==> src/fochn_pkg.sv <==
// Constants shared by the frequency output channel.
// Assumes a single 20 MHz core clock and plain control ports.
//
// Behaviour
// - Running wave frequency follows the setpoint
// - Go echo mirrors the pending go request
// - Role select: plain input or hardware enable
// - Hardware role starts on first sense rise
// - Sense rises ignored while a sequence runs
// - Start runs delay, sets flag, wave after
// - Wave runs endlessly while go stays set
// - Go low aborts; flag and output drop
// - Time base 0.1 ms or 1 ms
// - Hertz format: setpoint is 1 to 5000 Hz
// - Analog format: setpoint/27648 times 5 kHz
// - New setpoint applied at next output rise
// - Frequency accuracy 0.01/0.1/0.5 Hz by band
// - Configured delay is base times count
// - Short interface scales delay by factor/10
// - Isochronous sync changes nothing here
// - Delay under 0.2 ms is zero, capped 65.535 s
// - Setpoint capped at 5000 or 27648

package fochn_pkg;

  // ==========================================================
  // Clock and time base
  localparam int unsigned CLK_HZ = 20_000_000;
  localparam int unsigned CLK_MHZ = CLK_HZ / 1_000_000;
  // Delay counting runs on a tenth of the time base
  localparam int unsigned UNIT_NS_SHORT = 10_000;
  localparam int unsigned UNIT_NS_LONG = 100_000;
  localparam int unsigned UNIT_CYC_SHORT = UNIT_NS_SHORT * CLK_MHZ / 1000;
  localparam int unsigned UNIT_CYC_LONG = UNIT_NS_LONG * CLK_MHZ / 1000;
  localparam int unsigned DIV_W = 16;

  // ==========================================================
  // Delay limits, in ns, and in delay units per base
  localparam longint unsigned DLY_MIN_NS = 200_000;
  localparam longint unsigned DLY_MAX_NS = 65_535_000_000;
  localparam int unsigned DLY_W = 24;
  localparam logic [DLY_W-1:0] DLY_MIN_SHORT =
    DLY_W'(DLY_MIN_NS / UNIT_NS_SHORT);
  localparam logic [DLY_W-1:0] DLY_MIN_LONG =
    DLY_W'(DLY_MIN_NS / UNIT_NS_LONG);
  localparam logic [DLY_W-1:0] DLY_MAX_SHORT =
    DLY_W'(DLY_MAX_NS / UNIT_NS_SHORT);
  localparam logic [DLY_W-1:0] DLY_MAX_LONG =
    DLY_W'(DLY_MAX_NS / UNIT_NS_LONG);
  localparam logic [DLY_W-1:0] FACTOR_WEIGHT = 24'h00000a;

  // ==========================================================
  // Setpoint formats and phase step scaling (Q16)
  localparam logic [15:0] SP_MAX_HZ = 16'h1388;
  localparam logic [15:0] SP_MAX_AN = 16'h6c00;
  localparam longint unsigned AN_FULL_HZ = 5000;
  localparam longint unsigned AN_FULL_CNT = 27648;
  localparam logic [63:0] K_HZ_Q16 = 64'((64'd1 << 48) / CLK_HZ);
  localparam logic [63:0] K_AN_Q16 =
    64'(((64'd1 << 48) * AN_FULL_HZ) / (AN_FULL_CNT * CLK_HZ));
  localparam int unsigned PH_W = 32;
  localparam logic [PH_W-1:0] PH_HIGH = 32'h80000000;

  // ==========================================================
  // Sequence states
  typedef enum logic [1:0] {
    FOCHN_IDLE = 2'b00,
    FOCHN_DELAY = 2'b01,
    FOCHN_WAVE = 2'b10
  } fochn_state_e;

endpackage

==> src/fochn_sync.sv <==
// Three-stage input synchroniser with agreement filter.
// Assumes the input is asynchronous to core_clk.
`timescale 1ns/1ps

module fochn_sync (
  // Clock and reset
  input wire logic core_clk,
  input wire logic arst_n,
  // Pin side
  input wire logic pin_in,
  // Core side
  output logic level_out
);

  logic s1_reg;
  logic s2_reg;
  logic s3_reg;

  // First stage feeds only the second
  always_ff @(posedge core_clk or negedge arst_n) begin
    if (!arst_n) begin
      s1_reg <= 1'b0;
      s2_reg <= 1'b0;
      s3_reg <= 1'b0;
    end else begin
      s1_reg <= pin_in;
      s2_reg <= s1_reg;
      s3_reg <= s2_reg;
    end
  end

  // A change counts only once two later stages agree
  always_ff @(posedge core_clk or negedge arst_n) begin
    if (!arst_n) begin
      level_out <= 1'b0;
    end else if (s2_reg == s3_reg) begin
      level_out <= s3_reg;
    end
  end

endmodule

==> src/fochn_top.sv <==
// Frequency output channel: on-delay, then a square wave.
// Assumes control bits come from logic on core_clk and the
// sense input comes from a pin.
`timescale 1ns/1ps

module fochn_top #(
  parameter int unsigned UNIT_CYC_S = fochn_pkg::UNIT_CYC_SHORT,
  parameter int unsigned UNIT_CYC_L = fochn_pkg::UNIT_CYC_LONG
) (
  // Clock and reset
  input wire logic core_clk,
  input wire logic arst_n,
  // Control bits
  input wire logic software_go,
  input wire logic forced_output_sel,
  input wire logic [15:0] setpoint,
  input wire logic [7:0] delay_factor,
  input wire logic [15:0] long_delay_count,
  // Configuration
  input wire logic input_role_select,
  input wire logic time_base_long,
  input wire logic format_analog,
  input wire logic long_interface,
  input wire logic [15:0] cfg_delay_count,
  // Pins
  input wire logic sense_input,
  output logic pulse_out,
  // Feedback
  output logic sequence_running_flag,
  output logic go_echo,
  output logic sense_level
);
  import fochn_pkg::*;

  // The divider must tick at most every second cycle and fit its counter
  if (UNIT_CYC_S < 2 || UNIT_CYC_S >= (1 << DIV_W) ||
      UNIT_CYC_L < 2 || UNIT_CYC_L >= (1 << DIV_W)) begin : g_bad_unit
    $error("Delay unit divider out of range");
  end

  // ==========================================================
  // Input capture
  logic sense_sync;
  logic sense_prev_reg;
  logic go_prev_reg;
  logic sense_rise;
  logic go_rise;

  fochn_sync u_sense_sync (
    .core_clk(core_clk),
    .arst_n(arst_n),
    .pin_in(sense_input),
    .level_out(sense_sync)
  );

  always_ff @(posedge core_clk or negedge arst_n) begin
    if (!arst_n) begin
      sense_prev_reg <= 1'b0;
      go_prev_reg <= 1'b0;
    end else begin
      sense_prev_reg <= sense_sync;
      go_prev_reg <= software_go;
    end
  end

  assign sense_rise = sense_sync && !sense_prev_reg;
  // Forced output select blocks the start request
  assign go_rise = software_go && !go_prev_reg && !forced_output_sel;

  // ==========================================================
  // Effective on-delay in tenths of the time base
  logic [DLY_W-1:0] dly_raw;
  logic [DLY_W-1:0] dly_units;
  logic [DLY_W-1:0] dly_min;
  logic [DLY_W-1:0] dly_max;

  always_comb begin
    dly_min = time_base_long ? DLY_MIN_LONG : DLY_MIN_SHORT;
    dly_max = time_base_long ? DLY_MAX_LONG : DLY_MAX_SHORT;
    if (long_interface) begin
      // Count is whole base units, taken from the control word
      dly_raw = DLY_W'(long_delay_count) * FACTOR_WEIGHT;
    end else begin
      // Factor in tenths times configured base count
      dly_raw = DLY_W'(cfg_delay_count) * DLY_W'(delay_factor);
    end
    if (dly_raw < dly_min) begin
      dly_units = '0;
    end else if (dly_raw > dly_max) begin
      dly_units = dly_max;
    end else begin
      dly_units = dly_raw;
    end
  end

  // ==========================================================
  // Setpoint clamp and phase step
  logic [15:0] sp_clamp;
  logic [63:0] step_prod;
  logic [PH_W-1:0] step_calc;

  always_comb begin
    if (format_analog) begin
      sp_clamp = (setpoint > SP_MAX_AN) ? SP_MAX_AN : setpoint;
      step_prod = 64'(setpoint > SP_MAX_AN ? SP_MAX_AN : setpoint) *
                  K_AN_Q16;
    end else begin
      sp_clamp = (setpoint > SP_MAX_HZ) ? SP_MAX_HZ : setpoint;
      step_prod = 64'(setpoint > SP_MAX_HZ ? SP_MAX_HZ : setpoint) *
                  K_HZ_Q16;
    end
    // 32-bit phase gives about 5 mHz steps at 20 MHz
    step_calc = step_prod[PH_W+15:16];
  end

  // ==========================================================
  // Sequence control
  fochn_state_e state_reg;
  logic armed_reg;
  logic start;
  logic delay_done;
  logic [DLY_W-1:0] dly_cnt_reg;
  logic [DIV_W-1:0] div_cnt_reg;
  logic unit_tick;

  // Hardware role: go arms, first sense rise fires
  always_ff @(posedge core_clk or negedge arst_n) begin
    if (!arst_n) begin
      armed_reg <= 1'b0;
    end else if (!software_go || start) begin
      armed_reg <= 1'b0;
    end else if (go_rise) begin
      armed_reg <= 1'b1;
    end
  end

  always_comb begin
    if (state_reg != FOCHN_IDLE || !software_go) begin
      start = 1'b0;
    end else if (input_role_select) begin
      start = (armed_reg || go_rise) && sense_rise;
    end else begin
      start = go_rise;
    end
  end

  // Divider restarts at every start so the delay is exact
  always_ff @(posedge core_clk or negedge arst_n) begin
    if (!arst_n) begin
      div_cnt_reg <= '0;
    end else if (start || state_reg != FOCHN_DELAY || unit_tick) begin
      div_cnt_reg <= '0;
    end else begin
      div_cnt_reg <= div_cnt_reg + 1'b1;
    end
  end

  assign unit_tick = (div_cnt_reg == (time_base_long ?
                     DIV_W'(UNIT_CYC_L - 1) : DIV_W'(UNIT_CYC_S - 1)));
  assign delay_done = unit_tick && (dly_cnt_reg == DLY_W'(1));

  always_ff @(posedge core_clk or negedge arst_n) begin
    if (!arst_n) begin
      dly_cnt_reg <= '0;
    end else if (start) begin
      dly_cnt_reg <= dly_units;
    end else if (state_reg == FOCHN_DELAY && unit_tick) begin
      dly_cnt_reg <= dly_cnt_reg - 1'b1;
    end
  end

  // Isochronous cycles do not touch this path at all
  always_ff @(posedge core_clk or negedge arst_n) begin
    if (!arst_n) begin
      state_reg <= FOCHN_IDLE;
    end else if (!software_go) begin
      state_reg <= FOCHN_IDLE;
    end else begin
      case (state_reg)
        FOCHN_IDLE: begin
          if (start && dly_units == '0) begin
            state_reg <= FOCHN_WAVE;
          end else if (start) begin
            state_reg <= FOCHN_DELAY;
          end
        end
        FOCHN_DELAY: begin
          if (delay_done) begin
            state_reg <= FOCHN_WAVE;
          end
        end
        FOCHN_WAVE: begin
          state_reg <= FOCHN_WAVE;
        end
        default: begin
          state_reg <= FOCHN_IDLE;
        end
      endcase
    end
  end

  // ==========================================================
  // Square wave generator
  logic [PH_W-1:0] phase_reg;
  logic [PH_W-1:0] phase_next;
  logic [PH_W-1:0] step_reg;
  logic wave_rise;
  logic wave_start;

  assign wave_start = software_go &&
    ((state_reg == FOCHN_IDLE && start && dly_units == '0) ||
     (state_reg == FOCHN_DELAY && delay_done));
  assign phase_next = phase_reg + step_reg;
  assign wave_rise = !phase_reg[PH_W-1] && phase_next[PH_W-1];

  always_ff @(posedge core_clk or negedge arst_n) begin
    if (!arst_n) begin
      phase_reg <= '0;
      step_reg <= '0;
    end else if (wave_start) begin
      // Wave opens on a rising edge with the current setpoint
      phase_reg <= PH_HIGH;
      step_reg <= step_calc;
    end else if (state_reg == FOCHN_WAVE && software_go) begin
      phase_reg <= phase_next;
      if (wave_rise) begin
        step_reg <= step_calc;
      end
    end else begin
      phase_reg <= '0;
    end
  end

  // ==========================================================
  // Outputs
  always_ff @(posedge core_clk or negedge arst_n) begin
    if (!arst_n) begin
      pulse_out <= 1'b0;
      sequence_running_flag <= 1'b0;
    end else if (!software_go) begin
      pulse_out <= 1'b0;
      sequence_running_flag <= 1'b0;
    end else begin
      if (wave_start) begin
        pulse_out <= 1'b1;
      end else if (state_reg == FOCHN_WAVE) begin
        pulse_out <= phase_next[PH_W-1];
      end else begin
        pulse_out <= 1'b0;
      end
      if (start) begin
        sequence_running_flag <= 1'b1;
      end
    end
  end

  always_ff @(posedge core_clk or negedge arst_n) begin
    if (!arst_n) begin
      go_echo <= 1'b0;
      sense_level <= 1'b0;
    end else begin
      go_echo <= software_go;
      sense_level <= sense_sync;
    end
  end

  // ==========================================================
  // Checks
  a_go_echo_follows: assert property (
    @(posedge core_clk) disable iff (!arst_n)
    ##1 go_echo == $past(software_go))
    else $error("go echo does not follow go");

  a_abort_clears: assert property (
    @(posedge core_clk) disable iff (!arst_n)
    !software_go |=> !sequence_running_flag && !pulse_out)
    else $error("go low did not abort sequence");

  a_plain_start: assert property (
    @(posedge core_clk) disable iff (!arst_n)
    !input_role_select && go_rise && state_reg == FOCHN_IDLE
    |=> sequence_running_flag)
    else $error("plain role start did not set running");

  a_zero_delay_high: assert property (
    @(posedge core_clk) disable iff (!arst_n)
    start && dly_units == '0 |=> pulse_out && state_reg == FOCHN_WAVE)
    else $error("zero delay start not high");

  a_delay_low: assert property (
    @(posedge core_clk) disable iff (!arst_n)
    start && dly_units != '0 |=> !pulse_out ##0
    state_reg == FOCHN_DELAY)
    else $error("delayed start not low");

  a_hw_edge_ignored: assert property (
    @(posedge core_clk) disable iff (!arst_n)
    state_reg == FOCHN_WAVE && sense_rise && software_go
    |=> state_reg == FOCHN_WAVE && $stable(step_reg) || $past(wave_rise))
    else $error("sense edge disturbed running sequence");

  a_hw_rise_ignored: assert property (
    @(posedge core_clk) disable iff (!arst_n)
    state_reg == FOCHN_DELAY && sense_rise && software_go
    |=> dly_cnt_reg <= $past(dly_cnt_reg))
    else $error("sense edge reloaded on-delay");

  a_forced_blocks: assert property (
    @(posedge core_clk) disable iff (!arst_n)
    !input_role_select && forced_output_sel && state_reg == FOCHN_IDLE
    |=> !sequence_running_flag)
    else $error("forced output select did not block start");

  a_delay_quiet: assert property (
    @(posedge core_clk) disable iff (!arst_n)
    state_reg == FOCHN_DELAY && software_go && !delay_done
    |=> !pulse_out)
    else $error("output high before delay end");

  a_step_held: assert property (
    @(posedge core_clk) disable iff (!arst_n)
    state_reg == FOCHN_WAVE && software_go && !wave_rise
    |=> $stable(step_reg))
    else $error("step changed mid period");

  a_setpoint_cap: assert property (
    @(posedge core_clk) disable iff (!arst_n)
    sp_clamp <= (format_analog ? SP_MAX_AN : SP_MAX_HZ))
    else $error("setpoint exceeds cap");

  a_delay_cap: assert property (
    @(posedge core_clk) disable iff (!arst_n)
    dly_units == '0 || (dly_units >= dly_min && dly_units <= dly_max))
    else $error("delay outside limits");

  a_hw_needs_edge: assert property (
    @(posedge core_clk) disable iff (!arst_n)
    input_role_select && state_reg == FOCHN_IDLE && !sense_rise
    |=> !sequence_running_flag)
    else $error("hardware role started without edge");

  c_plain_start: cover property (
    @(posedge core_clk) disable iff (!arst_n)
    !input_role_select && start);
  c_hw_start: cover property (
    @(posedge core_clk) disable iff (!arst_n)
    input_role_select && start && !go_rise);
  c_abort_in_delay: cover property (
    @(posedge core_clk) disable iff (!arst_n)
    state_reg == FOCHN_DELAY && !software_go);
  c_step_update: cover property (
    @(posedge core_clk) disable iff (!arst_n)
    wave_rise && state_reg == FOCHN_WAVE && step_calc != step_reg);

endmodule

==> config.mk <==
export PLATFORM = sky130hd
export DESIGN_NAME = fochn_top
export DESIGN_NICKNAME = d
export VERILOG_FILES = /design/src/fochn_pkg.sv /design/src/fochn_sync.sv /design/src/fochn_top.sv
export SDC_FILE = /design/constraint.sdc
export NUM_CORES = 1
export LEC_CHECK = 0
export ABC_AREA = 0
export BUFFER_PORTS_ARGS = -buffer_cell sky130_fd_sc_hd__buf_2
export CAP_MARGIN = 20
export CORE_MARGIN = 10
export CORE_UTILIZATION = 30
export CTS_BUF_LIST = sky130_fd_sc_hd__clkbuf_4
export CTS_CLUSTER_DIAMETER = 60
export DETAILED_ROUTE_END_ITERATION = 10
export GPL_TIMING_DRIVEN = 0
export SYNTH_ARGS = -nofsm -noshare
export SYNTH_HDL_FRONTEND = slang
export SYNTH_SLANG_ARGS = --single-unit
export TNS_END_PERCENT = 20
==> constraint.sdc <==
create_clock -name core_clk -period 3.8 [get_ports core_clk]
set_input_delay 0.57 -clock core_clk [delete_from_list [all_inputs] [get_ports core_clk]]
set_output_delay 0.57 -clock core_clk [all_outputs]
set_load 0.01 [all_outputs]
After elaboration in Yosys (flattened, before gate mapping). Index checks and enable logic that the tools add are counted.

Add/subtract/negate cells: 3. Multipliers: 4. Magnitude comparators: 4. Eq/ne operators: 9. Muxes and demuxes: 31. Reduce and logical (&&, ||, !) cells: 33.

Operators with widths (number): $mux 32 (5); $mux 24 (5); $mul 16x22->38 const B (2); $mux 16 (3); $mux 40 (1); $add 32x32->32 (1); $eq 24x1->1 const B (1); $gt 24x17->1 (1); $logic_not 24->1 (1); $lt 24x5->1 (1); $mul 16x8->24 (1); $sub 24x1->24 const B (1); $mul 16x3->19 const B (1); $mux 17 (1); $add 16x1->16 const B (1); $eq 16x11->1 (1); $gt 16x13->1 const B (1); $gt 16x15->1 const B (1); $logic_and 1x1->1 (13); $mux 11 (1); $reduce_bool 2->1 (5); $mux 1 (9); $mux 2 (4); $logic_or 1x1->1 (6); 11 further kinds (17).

Bits in registers: 115. Bits of input ports: 65. Output and inout port bits: 4. Logic and storage cells: 98.

Logic depth before layout (Yosys ltp). Gate-level depths: netlist of run 1.

Depth in word-level cells: 13. Mapped depth: 27. Depth with buffers taken out: 27.

Hierarchy. From an unflattened synthesis of run 1, not the netlist that was laid out.

Cells, all modules: 2488. Area, all modules: 23346.1 µm².

By module, submodules not included: fochn_top (instances 1, cells each 2483, area each 23234.8 µm², seq. area each 2577.5 µm²); fochn_sync (instances 1, cells each 5, area each 111.4 µm², seq. area each 100.1 µm²).

Least setup slack after synthesis of run 1. Ideal clock, no wire load.

Path type: input to register. From: in setpoint[15]. To: reg step_reg[21]. Library setup time: 0.125 ns. Arrival time: 7.449 ns. Data required time: 3.675 ns. Setup slack: -3.774 ns. Stages: 24. Path buffers: 0. Path through: or2_2 -> inv_1 -> nand3b_1 -> nor2_1 -> nand2_1 -> inv_1 -> fa_1 -> inv_1 -> fa_1 -> fa_1 -> fa_1 -> fa_1 -> inv_1 -> fa_1 -> ha_1 -> o21ai_0 -> a2111o_1 -> or2_2 -> o221ai_1 -> a211oi_1 -> o31ai_1 -> xnor2_1 -> mux2i_1 -> mux2_4.

Longest elaborated chain between the ends: 7. Elaborated cells between the ends (all ways): 10. Those cells by class: mul (2); order compare (2); mux (6).

Ends and longest elaborated chain: from (decl) (line fochn_top.sv:16) `input wire logic [15:0] setpoint,`; $gt 16x13->1 or $gt 16x15->1 (tied branches) (line fochn_top.sv:109, fochn_top.sv:105); $mux 16, on equally long branches (line fochn_top.sv:109, fochn_top.sv:105); $mul 16x22->38, on equally long branches (line fochn_top.sv:109, fochn_top.sv:105); $mux 40 (*) (line fochn_top.sv:103) `if (format_analog) begin`; $mux 32 (line fochn_top.sv:226) `if (wave_rise) begin`; $mux 32 (line fochn_top.sv:224) `end else if (state_reg == FOCHN_WAVE && software_go) begin`; $mux 32 (*) (line fochn_top.sv:220) `end else if (wave_start) begin`; to (signal assigned) (line fochn_top.sv:223) `step_reg <= step_calc;`; to (signal assigned) (line fochn_top.sv:227) `step_reg <= step_calc;`; to (decl) (line fochn_top.sv:206) `logic [PH_W-1:0] step_reg;`.

Every way passes the cells marked *; elsewhere a longest branch is shown, timed or not. The select of a mux whose other input is x is not followed. A chain may end at the register's enable or synchronous reset.

Worst setup path after layout of run 1.
From: in setpoint[15]. To: reg step_reg[14].

The elaborated chain is that of the path after synthesis.

==> impl_metrics.env, run 1 <==
export IMPL_status="finished with violations"
export IMPL_failed_checks="negative setup slack"
export IMPL_drv_slew=0
export IMPL_first_iter_violations=869
export IMPL_rows=103
export IMPL_cts_sinks=107
export IMPL_drive_gt1_share_pct=13.45
export IMPL_ys_warnings_count=0
export IMPL_seq_area_frac_synth_pct=11.29
export IMPL_holdCritPathClass="in -> async"
export IMPL_holdBufCountCts=0
export IMPL_die_area_um2=90670
export IMPL_fin_ws_ns=-2.963
export IMPL_largest_reg_flops=32
export IMPL_drtPass1Iterations=5
export IMPL_fill_cells=8150
export IMPL_startpoint="setpoint[15]"
export IMPL_final_hold_viol_count=0
export IMPL_worstSetupPathType="in -> reg"
export IMPL_clock_skew_ns=0.02839
export IMPL_p_comb_share_pct=89.7
export IMPL_dp_hpwl_mm=48.50
export IMPL_postLayoutCellArea_um2=26920
export IMPL_final_cell_mix="inv_1, ha_1, fa_1"
export IMPL_antenna_found_initial=2
export IMPL_power_mw=17.79
export IMPL_async_reset_ff_share_pct=100.0
export IMPL_clk_pin_slew_ns=0.18
export IMPL_numPortBuffers=66
export IMPL_gp_congestion=0.8564
export IMPL_insertion_delay_ns=0.51
export IMPL_start_util_pct=30.16
export IMPL_slew_headroom_pct=51.64
export IMPL_path_max_fanout=6
export IMPL_cp_end_kind="flop"
export IMPL_p_seq_share_pct=7.2
export IMPL_intPower_mw=8.295
export IMPL_preCtsSetupSlack_ns=-4.112
export IMPL_grt_max_degree=65
export IMPL_ctsHtreeMaxLevel=3
export IMPL_grt_pass1_vias=18250
export IMPL_die_h_um=301.1
export IMPL_grtUsageTotal_pct=12.78
export IMPL_cts_made_buffers=9
export IMPL_p_clk_share_pct=3.1
export IMPL_ir_drop_v=0.0004839
export IMPL_yosys_area_top_type="fa_1"
export IMPL_place_inst=3637
export IMPL_p_sw_share_pct=53.38
export IMPL_yosysTopAreaCellShare_pct=27.95
export IMPL_synth_distinct_cells=97
export IMPL_io_pins=69
export IMPL_layout_commonest_cell="inv_1"
export IMPL_netlist_area_um2=23710
export IMPL_drcViolationCount=0
export IMPL_synth_area_per_cell_um2=9.479
export IMPL_tightest_slew_ns=0.7237
export IMPL_setup_viol=76
export IMPL_synth_ff_type="dfrtp_1"
export IMPL_area_growth_pct=13.55
export IMPL_slowest_stage="fa_1"
export IMPL_min_period_ns=6.763
export IMPL_switching_power_mw=9.496
export IMPL_finalCritPeriodShare_pct=178.0
export IMPL_via_count=17497
export IMPL_synth_seq_cells=107
export IMPL_drt_vias_per_instance=4.721
export IMPL_core_um2=78610
export IMPL_power_leakage_nw=13.63
export IMPL_cts_tree="built"
export IMPL_fmax_mhz=147.9
export IMPL_grt_overflow=0
export IMPL_die_x_um=301.1
export IMPL_cp_start_kind="primary input"
export IMPL_grt_pass1_wl_mm=95.63
export IMPL_ant_nets=0
export IMPL_synthCells=2501
export IMPL_cpPeakStageDelay_ns=0.53
export IMPL_powerDensity_nw_per_um2=660.9
export IMPL_routed_wl_mm=56.85
export IMPL_holdWs_ns=0.04608
export IMPL_critical_path_required_ns=4.22
export IMPL_cap_violations=0
export IMPL_cts_path_max_buffers=2
export IMPL_final_cells=3706
export IMPL_synthTopCellsByArea="fa_1, ha_1, dfrtp_1"
export IMPL_routedWlPerCell_um=15.34
export IMPL_arrival_ns=7.18
export IMPL_grt_setup_unrepaired="true"
export IMPL_r2r_start="step_reg[1]"
export IMPL_cts_root_buf="clkbuf_4"
export IMPL_synth_edf_count=0
export IMPL_post_dp_cell_area_um2=25710
export IMPL_nets=3445
export IMPL_crit_path_frequent_cell="fa_1"
metal layers:
metal	up-vias	wire (µm)	part of all wire, %	GRT usage [%]
met5	-	0	0	0
met2	190	27360	48	21.46
met4	0	858	1.5	2.310
met3	48	1217	2.1	0.7528
met1	8657	27420	48	18.07
li1	8602	-	-	-
cell usage after synthesis (all sizes together), types with 16 or more instances:
| cell type | count |
|---|---|
| clkbuf | 25 |
| nor2 | 118 |
| mux2i | 17 |
| nand4 | 16 |
| nand3 | 42 |
| o21ai | 84 |
| fa | 331 |
| dfrtp | 107 |
| a211oi | 19 |
| a21o | 48 |
| and2 | 114 |
| a31oi | 22 |
| xor2 | 49 |
| nand2 | 136 |
| buf | 16 |
| a21oi | 98 |
| ha | 399 |
| xnor2 | 66 |
| mux2 | 31 |
| o21a | 18 |
| o211ai | 17 |
| or3 | 17 |
| nor3 | 42 |
| inv | 464 |
| and3 | 18 |
path summary, 6_finish.rpt:
kind,end,slack (ns),cells past startpoint
setup / recovery,step_reg[14],-2.96,29
hold / removal,u_sense_sync.s1_reg,0.05,1
setup reg to reg,step_reg[6],-0.91,18
hold reg to reg,u_sense_sync.s2_reg,0.37,0
max in group asynchronous,phase_reg[13],2.99,2
min in group core_clk,u_sense_sync.s1_reg,0.17,1
power by group through the flow:
stage               Sequential [mW]  Combinational, mW  Clock, mW
floorplan                      1.29               10.6          0
global placement               1.30               13.9          0
detailed placement             1.31               14.0          0
CTS                            1.29               15.4      0.575
global route                   1.30               17.8      0.616
finish                         1.29               16.0      0.543
repair_timing:
action | 4_1_cts | 5_1_grt
endpoints found under the setup margin | 76 | 76
pin swaps | 82 | 41
resized for setup | 119 | 44
setup buffers | 46 | 6
final cells by class:
| cell class | count | area, µm² | area share, % |
|---|---|---|---|
| Multi-Input combinational cell | 1907 | 19960 | 74.16 |
| Sequential cell | 107 | 2678 | 9.946 |
| Inverter | 465 | 1758 | 6.530 |
| Tap cell | 1050 | 1314 | 4.880 |
| Timing Repair Buffer | 119 | 809.5 | 3.007 |
| Buffer | 41 | 276.5 | 1.027 |
| Clock buffer | 9 | 67.56 | 0.2510 |
| Clock inverter | 6 | 48.80 | 0.1813 |
| Antenna cell | 2 | 5.005 | 0.01859 |
worst max-delay path, delay by kind of cell:
kind            cells  cell delay, ns
mux                 1            0.28
buf+inv             8            0.77
fa+ha+maj           7            3.25
xor+xnor            1            0.13
simple gates        8            1.49
compound gates      4            0.70
cell families after synthesis:
group	count (synthesis)	share of synthesized area [%]
fa+ha+maj	731	49.05
simple gates	578	12.65
buf+inv	506	8.249
compound gates	414	11.96
xor+xnor	115	4.248
flops	107	11.29
mux	48	2.523
other cells	2	0.03168
stage by stage:
step,util [%],TNS (ns)
finish,34.24,-175.23
detailed placement,32.70,-271.90
global placement,32.66,-271.81
global route,34.24,-193.84
CTS,33.93,-173.20
floorplan,-,-178.12
Note: power is estimated with default switching activity, not from simulation.
==> run 2: changes to the inputs <==
--- a/config.mk
+++ b/config.mk
@@ -5,7 +5,7 @@
 export SDC_FILE = /design/constraint.sdc
 export NUM_CORES = 1
 export LEC_CHECK = 0
-export ABC_AREA = 0
+export ABC_AREA = 1
 export BUFFER_PORTS_ARGS = -buffer_cell sky130_fd_sc_hd__buf_2
 export CAP_MARGIN = 20
 export CORE_MARGIN = 10
==> run 2 against run 1 <==
Against the previous run: the run still ends with negative setup slack left; die area up 6.8%; sequential share of layout area fell by 1.3 points; non-clock buffer count is 109 higher; combinational power up 26%; sequential cell count is the same; synthesized cell count increased by 35%; sequential power increased by 7%; clock skew fell by 0.0035 ns; register-to-register slack better by 0.69 ns; setup slack improved by 0.38 ns; critical path type unchanged; highest routed layer is now met5.
==> impl_metrics.env, run 2 <==
export IMPL_yosys_area_top_type="fa_1"
export IMPL_drcViolationCount=0
export IMPL_cts_tree="built"
export IMPL_grt_max_degree=57
export IMPL_power_leakage_nw=16.54
export IMPL_synthTopCellsByCount="inv_1, nand2_1, ha_1"
export IMPL_die_area_um2=96810
export IMPL_netlist_area_um2=25430
export IMPL_drtPass1Iterations=7
export IMPL_preCtsSetupSlack_ns=-4.095
export IMPL_slew_headroom_pct=34.88
export IMPL_clk_pin_slew_ns=0.17
export IMPL_drv_slew=0
export IMPL_fin_ws_ns=-2.587
export IMPL_routedWlPerCell_um=14.55
export IMPL_failed_checks="negative setup slack"
export IMPL_critPathBufInv=11
export IMPL_routed_wl_mm=68.98
export IMPL_die_x_um=311.2
export IMPL_layout_commonest_cell="inv_1"
export IMPL_p_comb_share_pct=91.3
export IMPL_final_cell_mix="inv_1, nand2_1, ha_1"
export IMPL_fmax_mhz=156.6
export IMPL_clock_skew_ns=0.02487
export IMPL_fill_cells=8655
export IMPL_cp_start_kind="primary input"
export IMPL_cts_sinks=107
export IMPL_cap_violations=0
export IMPL_async_reset_ff_share_pct=100.0
export IMPL_setup_viol=76
export IMPL_grt_pass1_vias=22439
export IMPL_grt_pass1_wl_mm=114.9
export IMPL_worstSetupPathType="in -> reg"
export IMPL_seq_area_frac_synth_pct=10.53
export IMPL_holdWs_ns=0.009547
export IMPL_cts_root_buf="clkbuf_4"
export IMPL_critical_path_required_ns=4.20
export IMPL_ant_nets=0
export IMPL_powerDensity_nw_per_um2=720.0
export IMPL_yosysMostFrequentCell="inv_1"
export IMPL_synthTopCellsByArea="fa_1, ha_1, inv_1"
export IMPL_via_count=22058
export IMPL_tightest_slew_ns=0.9732
export IMPL_drt_vias_per_instance=4.654
export IMPL_status="finished with violations"
export IMPL_arrival_ns=6.79
export IMPL_rows=106
export IMPL_holdBufCountCts=0
export IMPL_min_period_ns=6.387
export IMPL_start_util_pct=30.34
export IMPL_largest_reg_flops=32
export IMPL_switching_power_mw=12.47
export IMPL_path_max_fanout=5
export IMPL_path_delay_family="adder cells"
export IMPL_cpPeakStageDelay_ns=0.55
export IMPL_insertion_delay_ns=0.49
export IMPL_synth_distinct_cells=68
export IMPL_ctsHtreeMaxLevel=3
export IMPL_place_inst=4562
export IMPL_synth_ff_type="dfrtp_1"
export IMPL_dp_hpwl_mm=56.13
export IMPL_finalCritPeriodShare_pct=168.1
export IMPL_die_h_um=311.2
export IMPL_synth_edf_count=0
export IMPL_ys_warnings_count=0
export IMPL_cp_end_kind="flop"
export IMPL_synth_area_per_cell_um2=7.560
export IMPL_synthCells=3364
export IMPL_nets=4395
export IMPL_antenna_found_initial=2
export IMPL_ir_drop_v=0.0006216
export IMPL_area_growth_pct=21.11
export IMPL_first_iter_violations=1386
export IMPL_slowest_stage="fa_2"
export IMPL_cts_made_buffers=9
export IMPL_holdCritPathClass="in -> async"
export IMPL_yosysTopAreaCellShare_pct=26.06
export IMPL_p_seq_share_pct=6.2
export IMPL_numPortBuffers=44
export IMPL_core_um2=83820
export IMPL_p_sw_share_pct=56.24
export IMPL_io_pins=69
export IMPL_drive_gt1_share_pct=17.89
export IMPL_p_clk_share_pct=2.5
export IMPL_grtUsageTotal_pct=14.17
export IMPL_final_cells=4740
export IMPL_synth_seq_cells=107
export IMPL_final_hold_viol_count=0
export IMPL_grt_overflow=0
export IMPL_grt_setup_unrepaired="true"
export IMPL_intPower_mw=9.705
export IMPL_gp_congestion=0.8913
export IMPL_cts_path_max_buffers=2
export IMPL_power_mw=22.18
==> run 2: final timing paths <==
path,slack [ns],startpoint,cells after the start,end
setup / recovery,-2.59,setpoint[6],32,step_reg[14]
hold reg to reg,0.38,u_sense_sync.s1_reg,0,u_sense_sync.s2_reg
setup reg to reg,-0.22,step_reg[4],24,step_reg[5]
hold / removal,0.01,arst_n,1,dly_cnt_reg[16]
min in group core_clk,0.21,sense_input,1,u_sense_sync.s1_reg
max in group asynchronous,3.13,arst_n,2,div_cnt_reg[7]
==> run 2: per-stage QoR <==
step                      cell area, µm²  TNS [ns]  util (%)
after floorplan                    25630   -173.23         -
after global placement             27270   -266.13     32.53
after detailed placement           27300   -266.08     32.57
after CTS                          30140   -156.59     35.96
after global routing               30800   -185.38     36.74
final                              30800   -167.50     36.74
==> run 2: layer usage <==
metal  GRT usage [%]  vias to the layer above  wire length, µm
li1                -                    10975                -
met1           19.49                    10577            32210
met2           23.89                      436            32710
met3           1.698                       68             2952
met4           2.291                        2             1093
met5               0                        -               13
==> run 2: layout make-up <==
type / count / area [µm²] / share of cell area (%)
plain buffers: 64 / 583.1 / 1.893
diodes: 1 / 2.502 / 0.008125
multi-input cells: 2428 / 21400 / 69.48
well taps: 1134 / 1419 / 4.607
clock inverters: 7 / 51.30 / 0.1666
repair buffers: 205 / 1615 / 5.245
flip-flops and latches: 107 / 2678 / 8.694
inverters: 785 / 2983 / 9.685
clock buffers: 9 / 67.56 / 0.2194
==> run 2: kinds of logic (layout without fill, tap and decap cells) <==
family	Yosys count	count (layout)	synth area share, %
AO/OA/AOI/OAI	372	372	8.276
flip-flops	107	107	10.53
adder cells (fa/ha/maj)	731	731	45.73
XOR/XNOR	49	49	1.688
buffers and inverters	849	1070	12.71
other	2	22	0.02953
AND/OR/NAND/NOR	1254	1255	21.04
==> run 2: power groups by stage <==
stage | logic, mW | registers (mW) | clock network [mW]
after floorplan | 11.4 | 1.37 | 0
after detailed placement | 15.2 | 1.40 | 0
after CTS | 18.8 | 1.38 | 0.579
final | 20.2 | 1.38 | 0.549
after global placement | 15.2 | 1.39 | 0
after global routing | 22.5 | 1.40 | 0.619
==> run 2: repair_timing <==
item / in CTS / in global routing
cloned: 8 / 0
endpoints found under the setup margin: 76 / 76
pin swaps: 162 / 73
resized for setup: 412 / 148
buffers inserted: 132 / 21
==> run 2: worst register-to-register path, stage by stage, from the launching register on <==
cell      delay (ns)
dfrtp_1         0.45
ha_1            0.32
inv_1           0.09
nor3_1          0.19
nand2_1         0.07
o211ai_1        0.14
nand3_1         0.11
nand2_1         0.12
nand3_1         0.08
nand2_1         0.10
nand3_1         0.07
nand2_1         0.13
nand2_1         0.07
nand2_1         0.11
nand2_1         0.06
nand2_1         0.10
nand4_1         0.10
o211ai_1        0.20
nand2_1         0.16
nor3b_1         0.28
ha_1            0.20
nand2_1         0.24
clkbuf_1        0.32
nand4_1         0.18
nand2_2         0.07
==> run 3: changes to the inputs <==
--- a/config.mk
+++ b/config.mk
@@ -16,5 +16,6 @@
 export GPL_TIMING_DRIVEN = 0
 export SYNTH_ARGS = -nofsm -noshare
 export SYNTH_HDL_FRONTEND = slang
+export SYNTH_HIERARCHICAL = 1
 export SYNTH_SLANG_ARGS = --single-unit
 export TNS_END_PERCENT = 20
==> run 3 against run 2 <==
Against the previous run: the run still ends with negative setup slack left; fmax decreased by 2.7%; total power decreased by 7.2%; die area increased by 0.52%; worst hold slack improved by 0.16 ns; combinational power decreased by 8%; clock power increased by 15%; critical endpoint is now step_reg[16].
==> impl_metrics.env, run 3 <==
export IMPL_slew_headroom_pct=50.03
export IMPL_netlist_area_um2=25570
export IMPL_die_area_um2=97320
export IMPL_finish_utilization_pct=34.78
export IMPL_synthTopCellsByCount="inv_1, nand2_1, ha_1"
export IMPL_synth_ff_type="dfrtp_1"
export IMPL_critical_path_required_ns=4.27
export IMPL_crit_path_frequent_cell="nand2_1"
export IMPL_status="finished with violations"
export IMPL_synth_distinct_cells=58
export IMPL_grt_pass1_wl_mm=111.3
export IMPL_ant_nets=0
export IMPL_via_count=21572
export IMPL_final_cells=4696
export IMPL_drcViolationCount=0
export IMPL_gp_congestion=0.8895
export IMPL_powerDensity_nw_per_um2=696.8
export IMPL_fmax_mhz=152.4
export IMPL_clock_skew_ns=0.04771
export IMPL_p_sw_share_pct=57.44
export IMPL_setup_viol=76
export IMPL_finalCritPeriodShare_pct=172.7
export IMPL_tightest_slew_ns=0.7467
export IMPL_cts_root_buf="clkbuf_4"
export IMPL_grt_max_degree=89
export IMPL_routedWlPerCell_um=14.32
export IMPL_grt_setup_unrepaired="true"
export IMPL_fill_cells=8955
export IMPL_path_max_fanout=5
export IMPL_start_util_pct=30.13
export IMPL_p_comb_share_pct=89.9
export IMPL_holdCritPathClass="in -> reg"
export IMPL_synth_area_per_cell_um2=7.533
export IMPL_arrival_ns=7.03
export IMPL_cts_made_buffers=9
export IMPL_power_mw=20.57
export IMPL_core_um2=84880
export IMPL_routed_wl_mm=67.24
export IMPL_multiInputGateArea_um2=20860
export IMPL_cts_path_max_buffers=2
export IMPL_cts_tree="built"
export IMPL_layout_commonest_cell="inv_1"
export IMPL_grtUsageTotal_pct=13.65
export IMPL_yosysMostFrequentCell="inv_1"
export IMPL_cap_violations=0
export IMPL_final_hold_viol_count=0
export IMPL_ir_drop_v=0.0006382
export IMPL_numPortBuffers=44
export IMPL_cp_end_kind="flop"
export IMPL_p_clk_share_pct=3.1
export IMPL_area_growth_pct=15.45
export IMPL_p_seq_share_pct=7.0
export IMPL_place_inst=4603
export IMPL_fin_ws_ns=-2.762
export IMPL_cp_start_kind="primary input"
export IMPL_grt_overflow=0
export IMPL_die_h_um=312.0
export IMPL_ctsHtreeMaxLevel=3
export IMPL_ys_warnings_count=6
export IMPL_clk_pin_slew_ns=0.21
export IMPL_worstSetupPathType="in -> reg"
export IMPL_failed_checks="negative setup slack"
export IMPL_yosysTopAreaCellShare_pct=25.91
export IMPL_nets=4341
export IMPL_final_cell_mix="inv_1, nand2_1, ha_1"
export IMPL_first_iter_violations=1201
export IMPL_drv_slew=0
export IMPL_insertion_delay_ns=0.51
export IMPL_synthCells=3395
export IMPL_drive_gt1_share_pct=12.36
export IMPL_largest_reg_flops=32
export IMPL_min_period_ns=6.562
export IMPL_intPower_mw=8.755
export IMPL_slowest_stage="fa_2"
export IMPL_synthTopCellsByArea="fa_1, ha_1, inv_1"
export IMPL_io_pins=69
export IMPL_power_leakage_nw=15.94
export IMPL_antenna_found_initial=2
export IMPL_drt_vias_per_instance=4.594
export IMPL_regArea_um2=2678
export IMPL_cts_sinks=107
export IMPL_cpPeakStageDelay_ns=0.59
export IMPL_switching_power_mw=11.82
export IMPL_preCtsSetupSlack_ns=-4.069
export IMPL_yosys_area_top_type="fa_1"
export IMPL_rows=107
export IMPL_synth_edf_count=0
export IMPL_seq_area_frac_synth_pct=10.47
export IMPL_dp_hpwl_mm=56.82
export IMPL_synth_seq_cells=107
export IMPL_die_x_um=312.0
export IMPL_grt_pass1_vias=21880
export IMPL_drtPass1Iterations=8
export IMPL_async_reset_ff_share_pct=100.0
run 3: what timing repair did:
item	in CTS	in global routing
gates resized for setup	258	71
setup endpoints to repair	76	76
hold endpoints to repair	19	0
pin swaps	107	62
cloned	2	0
hold buffers	1	0
buffers inserted	44	29
run 3: power by group through the flow:
stage                     clock (mW)  sequential [mW]  combinational, mW
after global placement             0             1.45               15.3
final                          0.634             1.44               18.5
after floorplan                    0             1.42               11.6
after global routing           0.708             1.46               20.8
after CTS                      0.662             1.43               17.5
after detailed placement           0             1.45               15.3
run 3: final cells by class:
| cell class | instances | share of cell area, % |
|---|---|---|
| sequential | 107 | 9.069 |
| buffer | 61 | 1.615 |
| clock inverter | 7 | 0.2924 |
| multi-input combinational | 2445 | 70.64 |
| clock buffer | 9 | 0.2289 |
| timing repair buffer | 120 | 2.996 |
| timing repair inverter | 1 | 0.02967 |
| tap | 1144 | 4.848 |
| inverter | 801 | 10.27 |
| antenna | 1 | 0.008476 |
run 3: path summary, 6_finish.rpt:
check | from | to | slack (ns) | depth (start not counted)
max in group asynchronous | arst_n | div_cnt_reg[11] | 2.63 | 3
hold / removal | sense_input | u_sense_sync/s1_reg | 0.17 | 1
hold reg to reg | u_sense_sync/s1_reg | u_sense_sync/s2_reg | 0.38 | 0
setup reg to reg | step_reg[4] | step_reg[23] | -0.09 | 21
min in group asynchronous | arst_n | dly_cnt_reg[20] | 0.45 | 2
setup / recovery | setpoint[10] | step_reg[16] | -2.76 | 32
run 3: per-layer routing:
| metal | wire length [µm] | up-vias | GRT usage (%) |
|---|---|---|---|
| met5 | 0 | - | 0 |
| li1 | - | 10933 | - |
| met2 | 31520 | 359 | 22.96 |
| met3 | 1790 | 62 | 0.7194 |
| met1 | 32590 | 10218 | 19.06 |
| met4 | 1341 | 0 | 3.231 |
run 3: worst max-delay path: cells and delay by family:
kind                     cells  cell delay (ns)
adder cells (fa/ha/maj)      7             3.36
AO/OA/AOI/OAI                7             1.31
AND/OR/NAND/NOR             10             0.96
buffers and inverters        8             0.81
run 3: stage by stage:
stage / hold slack [ns] / setup TNS (ns) / area, µm²
floorplan: 0.2744 / -163.73 / 25900
global route: 0.1215 / -181.67 / 29520
finish: 0.1667 / -160.94 / 29520
global placement: 0.3367 / -236.88 / 27550
CTS: 0.1361 / -157.27 / 29040
detailed placement: 0.3440 / -240.41 / 27590
run 3: cells by family (layout without fill, tap and decap cells):
group,count (synthesis),count (layout),share of synthesized area [%]
buffers and inverters,862,999,12.83
xor gates and xnor gates,41,41,1.404
and+or+nand+nor,1254,1254,21.09
DFF,107,107,10.47
other,2,22,0.02937
AOI/OAI and AO/OA,399,399,8.738
adders and majority gates,730,730,45.43
